===== src/logic/abm_cfg.svh =====
// constants for the bus master interface: transfer codes and reset values
`ifndef ABM_CFG_SVH
`define ABM_CFG_SVH

// transfer type codes driven on the bus transfer-type lines
`define ABM_TRAN_ADDR_ONLY 2'h0
`define ABM_TRAN_NONSEQ 2'h2
`define ABM_TRAN_SEQ 2'h3

// reset values of the outputs
`define ABM_RST_TRAN 2'h0
`define ABM_RST_PROT 2'h0
`define ABM_RST_MABE 1'h0
`define ABM_RST_NWAIT 1'h1
`define ABM_RST_ABORT 1'h0

`endif


===== src/logic/abm_pkg.sv =====
// types shared by the bus master interface
package abm_pkg;

	// main bus interface states, one-hot
	typedef enum logic [4:0] {
		ABM_IDLE = 5'h01,
		ABM_GRANTED_IDLE = 5'h02,
		ABM_HOLD = 5'h04,
		ABM_ACTIVE = 5'h08,
		ABM_RETRACT = 5'h10
	} abm_state_type;

endpackage


===== src/logic/abm_bus_master.sv =====
// bus master interface linking a processor core to the system bus
//
// How it works
// - grant tracker on rising edge, two states: granted and ungranted.
// - becomes granted only when grant is high and wait response is low.
// - tracker reset is asynchronous; reset state follows grant during reset.
// - arbiter grants one default master in reset; it comes up granted.
// - tracker state is the internal granted signal feeding the main machine.
// - main machine runs on falling edge with five states.
// - request and granted select idle, hold, granted idle or active.
// - outside active, only granted and request decide transitions.
// - in active, decoded transfer response chooses the next state.
// - responses are captured on rising edge; copies steer active exit.
// - reset forces the main machine into idle.
// - idle: address-only, core clock on, address bus off.
// - granted idle: core transfer type, clock on, enable from granted.
// - hold: address-only, core stalled, address bus off.
// - active: core transfer type, clock from wait, enable from granted.
// - retract: address-only, core stalled, enable from granted.
// - address bus enable shows the core really owns the bus.
// - enable rises on grant without wait, falls when grant drops without wait.
// - core clock enable goes out as an active-low wait to the core.
// - abort to the core on an error response.
`timescale 1ns/10ps
`include "abm_cfg.svh"

module abm_bus_master
	import abm_pkg::*;
(
	input wire logic I_CLK_SYS,
	input wire logic I_RST_N,
	input wire logic I_BWAIT,
	input wire logic I_BERROR,
	input wire logic I_BLAST,
	input wire logic I_AGNT,
	input wire logic I_NMREQ_N,
	input wire logic I_SEQ,
	input wire logic I_NOPC_N,
	input wire logic I_NTRANS_N,
	output logic [1:0] O_BTRAN,
	output logic [1:0] O_BPROT,
	output logic O_MABE,
	output logic O_NWAIT_N,
	output logic O_ABORT
);

	// quadrant of the state diagram chosen by request and granted
	function automatic abm_state_type quadrant(input logic req,
			input logic gnt);
		abm_state_type s;
		s = ABM_IDLE;
		case ({req, gnt})
			2'h0: s = ABM_IDLE;
			2'h2: s = ABM_HOLD;
			2'h1: s = ABM_GRANTED_IDLE;
			2'h3: s = ABM_ACTIVE;
			default: s = ABM_IDLE;
		endcase
		return s;
	endfunction

	// transfer type that the core asks for
	function automatic logic [1:0] core_tran(input logic nmreq_n,
			input logic seq);
		logic [1:0] t;
		t = `ABM_TRAN_ADDR_ONLY;
		if (nmreq_n) begin
			t = `ABM_TRAN_ADDR_ONLY;
		end else if (seq) begin
			t = `ABM_TRAN_SEQ;
		end else begin
			t = `ABM_TRAN_NONSEQ;
		end
		return t;
	endfunction

	logic default_q;
	logic first_q;
	logic granted_q;
	logic granted;
	logic bwait_q;
	logic berror_q;
	logic blast_q;
	logic request;
	logic rsp_wait;
	logic rsp_retnext;
	logic rsp_error;
	abm_state_type state_q;
	abm_state_type state_d;

	// ==========================================================
	// grant tracker
	// ==========================================================

	// default-master strap: a flop with async reset may only load a
	// constant, so the grant level seen during reset is caught here
	always_ff @(posedge I_CLK_SYS) begin
		if (!I_RST_N) begin
			default_q <= I_AGNT;
		end
	end

	// marks the first rising edge after reset release
	always_ff @(posedge I_CLK_SYS or negedge I_RST_N) begin
		if (!I_RST_N) begin
			first_q <= 1'h0;
		end else begin
			first_q <= 1'h1;
		end
	end

	// during reset and until the first edge the strap stands in
	assign granted = first_q ? granted_q : default_q;

	// two-state tracker; grant only counts while no wait is pending
	always_ff @(posedge I_CLK_SYS or negedge I_RST_N) begin
		if (!I_RST_N) begin
			granted_q <= 1'h0;
		end else if (!I_BWAIT) begin
			granted_q <= I_AGNT;
		end else begin
			granted_q <= granted;
		end
	end

	// ==========================================================
	// response capture
	// ==========================================================

	// responses are valid at the rising edge; the falling-edge machine
	// would otherwise see them mid-change
	always_ff @(posedge I_CLK_SYS or negedge I_RST_N) begin
		if (!I_RST_N) begin
			bwait_q <= 1'h0;
			berror_q <= 1'h0;
			blast_q <= 1'h0;
		end else begin
			bwait_q <= I_BWAIT;
			berror_q <= I_BERROR;
			blast_q <= I_BLAST;
		end
	end

	// decoded response from the captured copies
	assign rsp_retnext = bwait_q & berror_q;
	assign rsp_wait = bwait_q & ~berror_q;
	assign rsp_error = ~bwait_q & berror_q;

	// core keeps its request up until served, so no pending flag is kept
	assign request = ~I_NMREQ_N;

	// ==========================================================
	// main bus interface machine
	// ==========================================================

	// next state; blast only marks the end, it exits like done
	always_comb begin
		state_d = state_q;
		case (state_q)
			ABM_ACTIVE: begin
				if (rsp_retnext) begin
					state_d = ABM_RETRACT;
				end else if (rsp_wait) begin
					state_d = ABM_ACTIVE;
				end else begin
					state_d = quadrant(request, granted);
				end
			end
			ABM_IDLE, ABM_GRANTED_IDLE, ABM_HOLD, ABM_RETRACT: begin
				state_d = quadrant(request, granted);
			end
			default: state_d = ABM_IDLE;
		endcase
	end

	// state register on the falling edge
	always_ff @(negedge I_CLK_SYS or negedge I_RST_N) begin
		if (!I_RST_N) begin
			state_q <= ABM_IDLE;
		end else begin
			state_q <= state_d;
		end
	end

	// ==========================================================
	// state actions, registered with the state
	// ==========================================================

	// transfer type and protection
	always_ff @(negedge I_CLK_SYS or negedge I_RST_N) begin
		if (!I_RST_N) begin
			O_BTRAN <= `ABM_RST_TRAN;
			O_BPROT <= `ABM_RST_PROT;
		end else begin
			O_BPROT <= {I_NTRANS_N, I_NOPC_N};
			case (state_d)
				ABM_GRANTED_IDLE, ABM_ACTIVE: begin
					O_BTRAN <= core_tran(I_NMREQ_N, I_SEQ);
				end
				default: O_BTRAN <= `ABM_TRAN_ADDR_ONLY;
			endcase
		end
	end

	// address bus enable: only a really granted core drives the bus
	always_ff @(negedge I_CLK_SYS or negedge I_RST_N) begin
		if (!I_RST_N) begin
			O_MABE <= `ABM_RST_MABE;
		end else begin
			case (state_d)
				ABM_IDLE, ABM_HOLD: O_MABE <= 1'h0;
				default: O_MABE <= granted;
			endcase
		end
	end

	// core stall: active follows the wait response, hold and retract stall
	always_ff @(negedge I_CLK_SYS or negedge I_RST_N) begin
		if (!I_RST_N) begin
			O_NWAIT_N <= `ABM_RST_NWAIT;
		end else begin
			case (state_d)
				ABM_HOLD, ABM_RETRACT: O_NWAIT_N <= 1'h0;
				ABM_ACTIVE: O_NWAIT_N <= ~bwait_q;
				default: O_NWAIT_N <= 1'h1;
			endcase
		end
	end

	// abort a transfer that ends in error
	always_ff @(negedge I_CLK_SYS or negedge I_RST_N) begin
		if (!I_RST_N) begin
			O_ABORT <= `ABM_RST_ABORT;
		end else begin
			O_ABORT <= (state_q == ABM_ACTIVE) & rsp_error;
		end
	end
endmodule


===== config.mk =====
export PLATFORM = sky130hd
export DESIGN_NAME = abm_bus_master
export DESIGN_NICKNAME = d
export VERILOG_FILES = /design/src/logic/abm_pkg.sv /design/src/logic/abm_bus_master.sv
export VERILOG_INCLUDE_DIRS = /design/src /design/src/logic
export SDC_FILE = /design/constraint.sdc
export NUM_CORES = 1
export LEC_CHECK = 0
export BUFFER_PORTS_ARGS = -buffer_cell sky130_fd_sc_hd__clkbuf_2
export CELL_PAD_IN_SITES_DETAIL_PLACEMENT = 1
export CELL_PAD_IN_SITES_GLOBAL_PLACEMENT = 2
export CORE_MARGIN = 2
export CORE_UTILIZATION = 34
export CTS_BUF_LIST = sky130_fd_sc_hd__clkbuf_16
export DETAILED_ROUTE_END_ITERATION = 10
export GPL_TIMING_DRIVEN = 0
export PLACE_DENSITY = 0.8
export SYNTH_ARGS = -nofsm -noshare
export SYNTH_HDL_FRONTEND = slang
export SYNTH_SLANG_ARGS = --single-unit

===== constraint.sdc =====
create_clock -name I_CLK_SYS -period 2.1 [get_ports I_CLK_SYS]
set_input_delay 0.42 -clock I_CLK_SYS [delete_from_list [all_inputs] [get_ports I_CLK_SYS]]
set_output_delay 0.42 -clock I_CLK_SYS [all_outputs]
set_load 0.01 [all_outputs]

==> qor.yml, run 1 <==
route.final.wire_length_um: 1800
worst_pin_slew_ns: 0.5467
multi_input_area_um2: 310.3
yosys.cell_types.count: 30
wl_met3_um: 69
start_util_pct: 35.76
ys_async_sr_fraction_pct: 94.12
worst_clock_skew_ns: 0.08094
clockBufferDepth: 2
slew_viol_final: 0
yosysSeqAreaShare_pct: 62.34
cts_sinks: 17
io_buffers: 15
die_h_um: 49.19
finalHoldViolCount: 0
critPathArrivalTime_ns: 1.98
n_fill_cell: 210
violations: "negative setup slack"
worstReg2RegStart: "first_q$_DFF_PN0_"
fp.coreArea_um2: 1942
cp-end-kind: "output pin"
tns_ns: -2.237
first_pass_iters: 2
fin_nets: 96
synth_top_cells_by_count: "dfrtn_1 (10), nor2_1 (6), dfrtp_1 (4), inv_1 (4)"
boundaryPins: 17
hold_buffers: 0
synth_adder_area_share_pct: 0
cp-start-kind: "flip-flop"
clock_latency_ns: 0.32
num_rows: 16
synthCells: 57
cp_max_fo: 1
irDropWorstVdd_mv: 0.7807
grt_remaining_overflow: 0
avgSynthCellArea_um2: 12.18
dieArea_um2: 2420
met1_length_um: 679
yosysWarnings: 0
p_per_area_nw_per_um2: 1228
synth_top_area_share_pct: 36.04
hold_class: "primary input to async pin"
synth_xor_area_share_pct: 1.261
grt_start_max_net_pins: 18
worstPathCellList: "buf_6"
syn-cell-area_um2: 694.4
htreeDepth: 1
regArea_um2: 434.2
cp_slowest_cell: "dfstp_2"
synth_seq_cells: 17
synth_ff_type: "dfrtn_1"
antenna_found_initial: 0
synth_nets: 67
postRouteAntennaNets: 0
num_vias: 559
cp.required_ns: 1.68
top_layer_used: "met4"
r2r_cells: 4
gp_congestion: 0.8100
diodes: 0
dp_worst_setup_slack_ns: -0.2874
cts_tree: "done"
rsz0062_at_grt: "true"
synthSimpleGateAreaFrac_pct: 14.95
worst_path_largest_cell_delay_ns: 0.52
path_delay_family: "flip-flops"
yosysMostFrequentCell: "dfrtn_1"
drive_gt1_share_pct: 48.24
setup_ws_ns: -0.3000
place_hpwl_um: 959.2
wire_per_inst_um: 16.07
synth-compound-area-share_pct: 16.76
drc_errors: 0
reg2reg_to: "O_BTRAN[0]$_DFF_NN0_"
synth_top_cell_by_area: "dfrtn_1"
wl_met2_um: 1016
clkTransAtPathRegs_ns: 0.05
reg2reg_slack_ns: -0.23
power_w: 0.001258
path_buf_inv: 1
path_class: "flip-flop to output pin"
die_w_um: 49.19
grt_pass1_wl_um: 2746
cap_viol_max_count: 0
grt_usage_pct: 15.69
setup-violations-final: 15
grt_pass1_vias: 558
cts_made_buffers: 3
cts_root_buf: "clkbuf_16"
synth_edf_count: 1
synthMuxAreaShare_pct: 1.982
largest_reg_flops: 5
synth_top_family_by_area: "compound AO/OA/AOI/OAI gates"
p_leak_nw: 0.4886
max_slew_margin_pct: 63.56
synth_area_leaders: "dfrtn_1 (36%), dfrtp_1 (14%), dfstp_2 (7.6%), edfxtp_1 (4.3%), nor2_1 (3.2%)"
drt-vias-per-instance: 4.991
drt_iter0_markers: 10
reg.largest.list: "state_q x5, O_BPROT x2, O_BTRAN x2"
syn_to_final_growth_pct: 47.57
regMostFlops: "state_q"
status: "finished, violations left"
[cells by family after synthesis]
group           after synthesis
other cells                   1
compound gates               14
xor+xnor                      1
simple gates                 19
buf+inv                       4
flops                        17
mux                           1
[how the worst max path moves through the flow]
| stage | from | endpoint | slack (ns) | depth (start not counted) |
|---|---|---|---|---|
| 6_report | O_NWAIT_N$_DFF_NN1_ | O_NWAIT_N | -0.30 | 1 |
| 3_3_place_gp | first_q$_DFF_PN0_ | O_BTRAN[0]$_DFF_NN0_ | -0.28 | 4 |
| 5_1_grt | O_NWAIT_N$_DFF_NN1_ | O_NWAIT_N | -0.32 | 1 |
| 2_1_floorplan | first_q$_DFF_PN0_ | O_BTRAN[0]$_DFF_NN0_ | -0.18 | 4 |
| 3_5_place_dp | first_q$_DFF_PN0_ | O_BTRAN[0]$_DFF_NN0_ | -0.29 | 4 |
| 4_1_cts | O_NWAIT_N$_DFF_NN1_ | O_NWAIT_N | -0.33 | 1 |
[power breakdown]
| group | switching [W] | internal [W] | total (W) |
|---|---|---|---|
| clock | 0.000122 | 0.000257 | 0.000379 |
| sequential | 0.0000526 | 0.000406 | 0.000459 |
| combinational | 0.000214 | 0.000206 | 0.000421 |
[per-layer routing]
layer / GRT usage, % / up-vias
met3: 4.601 / 4
met2: 28.15 / 12
met4: 4.286 / 0
met5: 0 / -
met1: 17.96 / 279
li1: - / 264
[metrics by stage]
| stage | util (%) | instance area, um2 | hold slack, ns | instances |
|---|---|---|---|---|
| after global routing | 52.77 | 1025 | 0.1302 | 112 |
| final | 52.77 | 1025 | 0.09618 | 112 |
| after CTS | 50.19 | 974.7 | 0.1125 | 110 |
| after detailed placement | 42.14 | 818.3 | 0.3738 | 99 |
| after global placement | 42.14 | 818.3 | 0.3636 | 99 |
| after floorplan | - | 709.4 | 0.1244 | 57 |
[cells in the final DEF (no fill, tap or decap), types with 2 or more instances in the layout]
cell	Yosys	final
clkbuf_16	0	3
o32ai_2	1	2
dfrtn_1	10	10
clkbuf_2	0	9
buf_4	0	6
dfrtp_1	4	3
a21oi_1	3	2
inv_1	4	6
nor2_1	6	5
buf_6	0	3
buf_2	0	5
and3_1	3	3
dfstp_2	2	2
[layout make-up]
class / count / share of cell area, %
clock buffer: 3 / 7.326
clock inverter: 3 / 1.099
inverter: 3 / 1.099
multi-input combinational: 36 / 30.28
sequential: 17 / 42.37
tap: 27 / 3.297
timing repair buffer: 23 / 14.53
[repair_timing]
action,in CTS,in global routing
gates resized for setup,6,13
setup endpoints to repair,13,15
setup buffers,6,3
pin swaps,6,5
Note: power is estimated with default switching activity, not from simulation.
==> run 2, diff against run 1 <==
BUFFER_PORTS_ARGS = default   (was -buffer_cell sky130_fd_sc_hd__clkbuf_2)
CORE_UTILIZATION = 40   (was 34)
DONT_BUFFER_PORTS = 1   (was default)
PLACE_DENSITY = 0.79   (was 0.8)
==> qor.yml, run 2 (synthesis gave the netlist of run 1 again) <==
wire_per_inst_um: 19.73
die_w_um: 45.67
gp_congestion: 0.8275
p_per_area_nw_per_um2: 1328
critPathArrivalTime_ns: 1.41
drive_gt1_share_pct: 32.35
grt_pass1_wl_um: 2670
p_switching_w: 0.0003633
reg.largest.list: "state_q x5, O_BPROT x2, O_BTRAN x2"
largest_reg_flops: 5
postRouteAntennaNets: 0
final_cell_mix: "dfrtn_1 (10), inv_1 (6), nor2_1 (6)"
syn_to_final_growth_pct: 27.93
place_hpwl_um: 1015
cts_sinks: 17
setup_ws_ns: -0.2331
drt-vias-per-instance: 5.847
combPwrFrac_pct: 27.0
place_inst: 74
cp.required_ns: 1.18
cts_tree: "done"
p_leak_nw: 0.3999
p_seq_share_pct: 40.1
cap_viol_max_count: 0
worst_clock_skew_ns: 0.08668
utilization_pct: 53.18
die_h_um: 45.67
final_cells: 85
clkTransAtPathRegs_ns: 0.05
switching_share_pct: 30.80
violations: "negative setup slack"
internal_power_w: 0.0008164
drt_iter0_markers: 17
irDropWorstVdd_mv: 0.7354
num_vias: 497
grt_usage_pct: 19.97
cts_made_buffers: 3
diodes: 0
grt_start_max_net_pins: 15
hold_class: "primary input to flip-flop"
clock_power_share_pct: 32.9
num_rows: 15
setup-violations-final: 13
route.final.wire_length_um: 1677
first_pass_iters: 3
boundaryPins: 17
finalHoldViolCount: 0
path_class: "flip-flop to flip-flop"
mostFrequentLayoutCell: "dfrtn_1"
fin_nets: 79
regMostFlops: "state_q"
cp-end-kind: "flip-flop"
slew_viol_final: 0
fp.coreArea_um2: 1670
antenna_found_initial: 0
rsz0062_at_grt: "true"
start_util_pct: 41.57
drc_errors: 0
io_buffers: 0
clockBufferDepth: 2
grt_pass1_vias: 516
status: "finished, violations left"
cp_max_fo: 3
dieArea_um2: 2085
cp-start-kind: "flip-flop"
cts_root_buf: "clkbuf_16"
htreeDepth: 1
grt_remaining_overflow: 0
clock_latency_ns: 0.33
hold_slack_ns: 0.2001
-- run 2: final timing paths --
check	from	end	slack (ns)	cells past startpoint
max in group asynchronous	I_RST_N	O_NWAIT_N$_DFF_NN1_	1.09	0
hold / removal	I_BWAIT	bwait_q$_DFF_PN0_	0.20	0
setup reg to reg	first_q$_DFF_PN0_	O_BTRAN[0]$_DFF_NN0_	-0.23	4
hold reg to reg	state_q[3]$_DFF_NN0_	O_MABE$_DFF_NN0_	0.66	3
setup / recovery	first_q$_DFF_PN0_	O_BTRAN[0]$_DFF_NN0_	-0.23	4
min in group asynchronous	I_RST_N	granted_q$_DFF_PN0_	0.46	1
-- run 2: timing repair --
action,4_1_cts,5_1_grt
hold buffers,1,0
endpoints found under the setup margin,13,13
cloned,0,0
gates resized for setup,6,2
pin swaps,2,1
setup buffers,5,1
hold endpoints to repair,4,0
-- run 2: cell type report --
type,count,area (um2)
Fill cell,180,782.0
Sequential cell,17,434.2
Multi-Input combinational cell,36,280.3
Clock buffer,3,75.07
Timing Repair Buffer,6,55.05
Tap cell,17,21.27
Clock inverter,3,11.26
Inverter,3,11.26
-- run 2: power groups by stage --
stage                     Sequential [W]    Clock, W  Combinational, W
final                           0.000473    0.000388          0.000318
after global routing            0.000483    0.000404          0.000350
after CTS                       0.000472    0.000396          0.000301
after detailed placement        0.000476  0.00000895          0.000269
after global placement          0.000472  0.00000895          0.000262
after floorplan                 0.000460  0.00000895          0.000226
-- run 2: layer usage --
metal / routed length (um) / GRT usage (%)
met5: 0 / 0
met4: 48 / 14.12
met3: 55 / 6.349
met2: 853 / 29.30
met1: 718 / 24.62
-- run 2: stage by stage --
stage | setup TNS (ns) | power (W) | setup WS (ns) | area [um2]
global placement | -1.201 | 0.0007437 | -0.2910 | 730.7
global route | -1.958 | 0.001238 | -0.2820 | 888.4
detailed placement | -1.467 | 0.0007539 | -0.3787 | 730.7
CTS | -1.515 | 0.001170 | -0.2383 | 883.3
floorplan | -0.5810 | 0.0006944 | -0.1837 | 709.4
finish | -1.532 | 0.001180 | -0.2331 | 888.4
-- run 2: critical path, cell delays in order (launching register included) --
cell	delay [ns]
dfrtp_1	0.40
mux2i_4	0.28
o21a_1	0.18
o32ai_2	0.10
and3_1	0.21
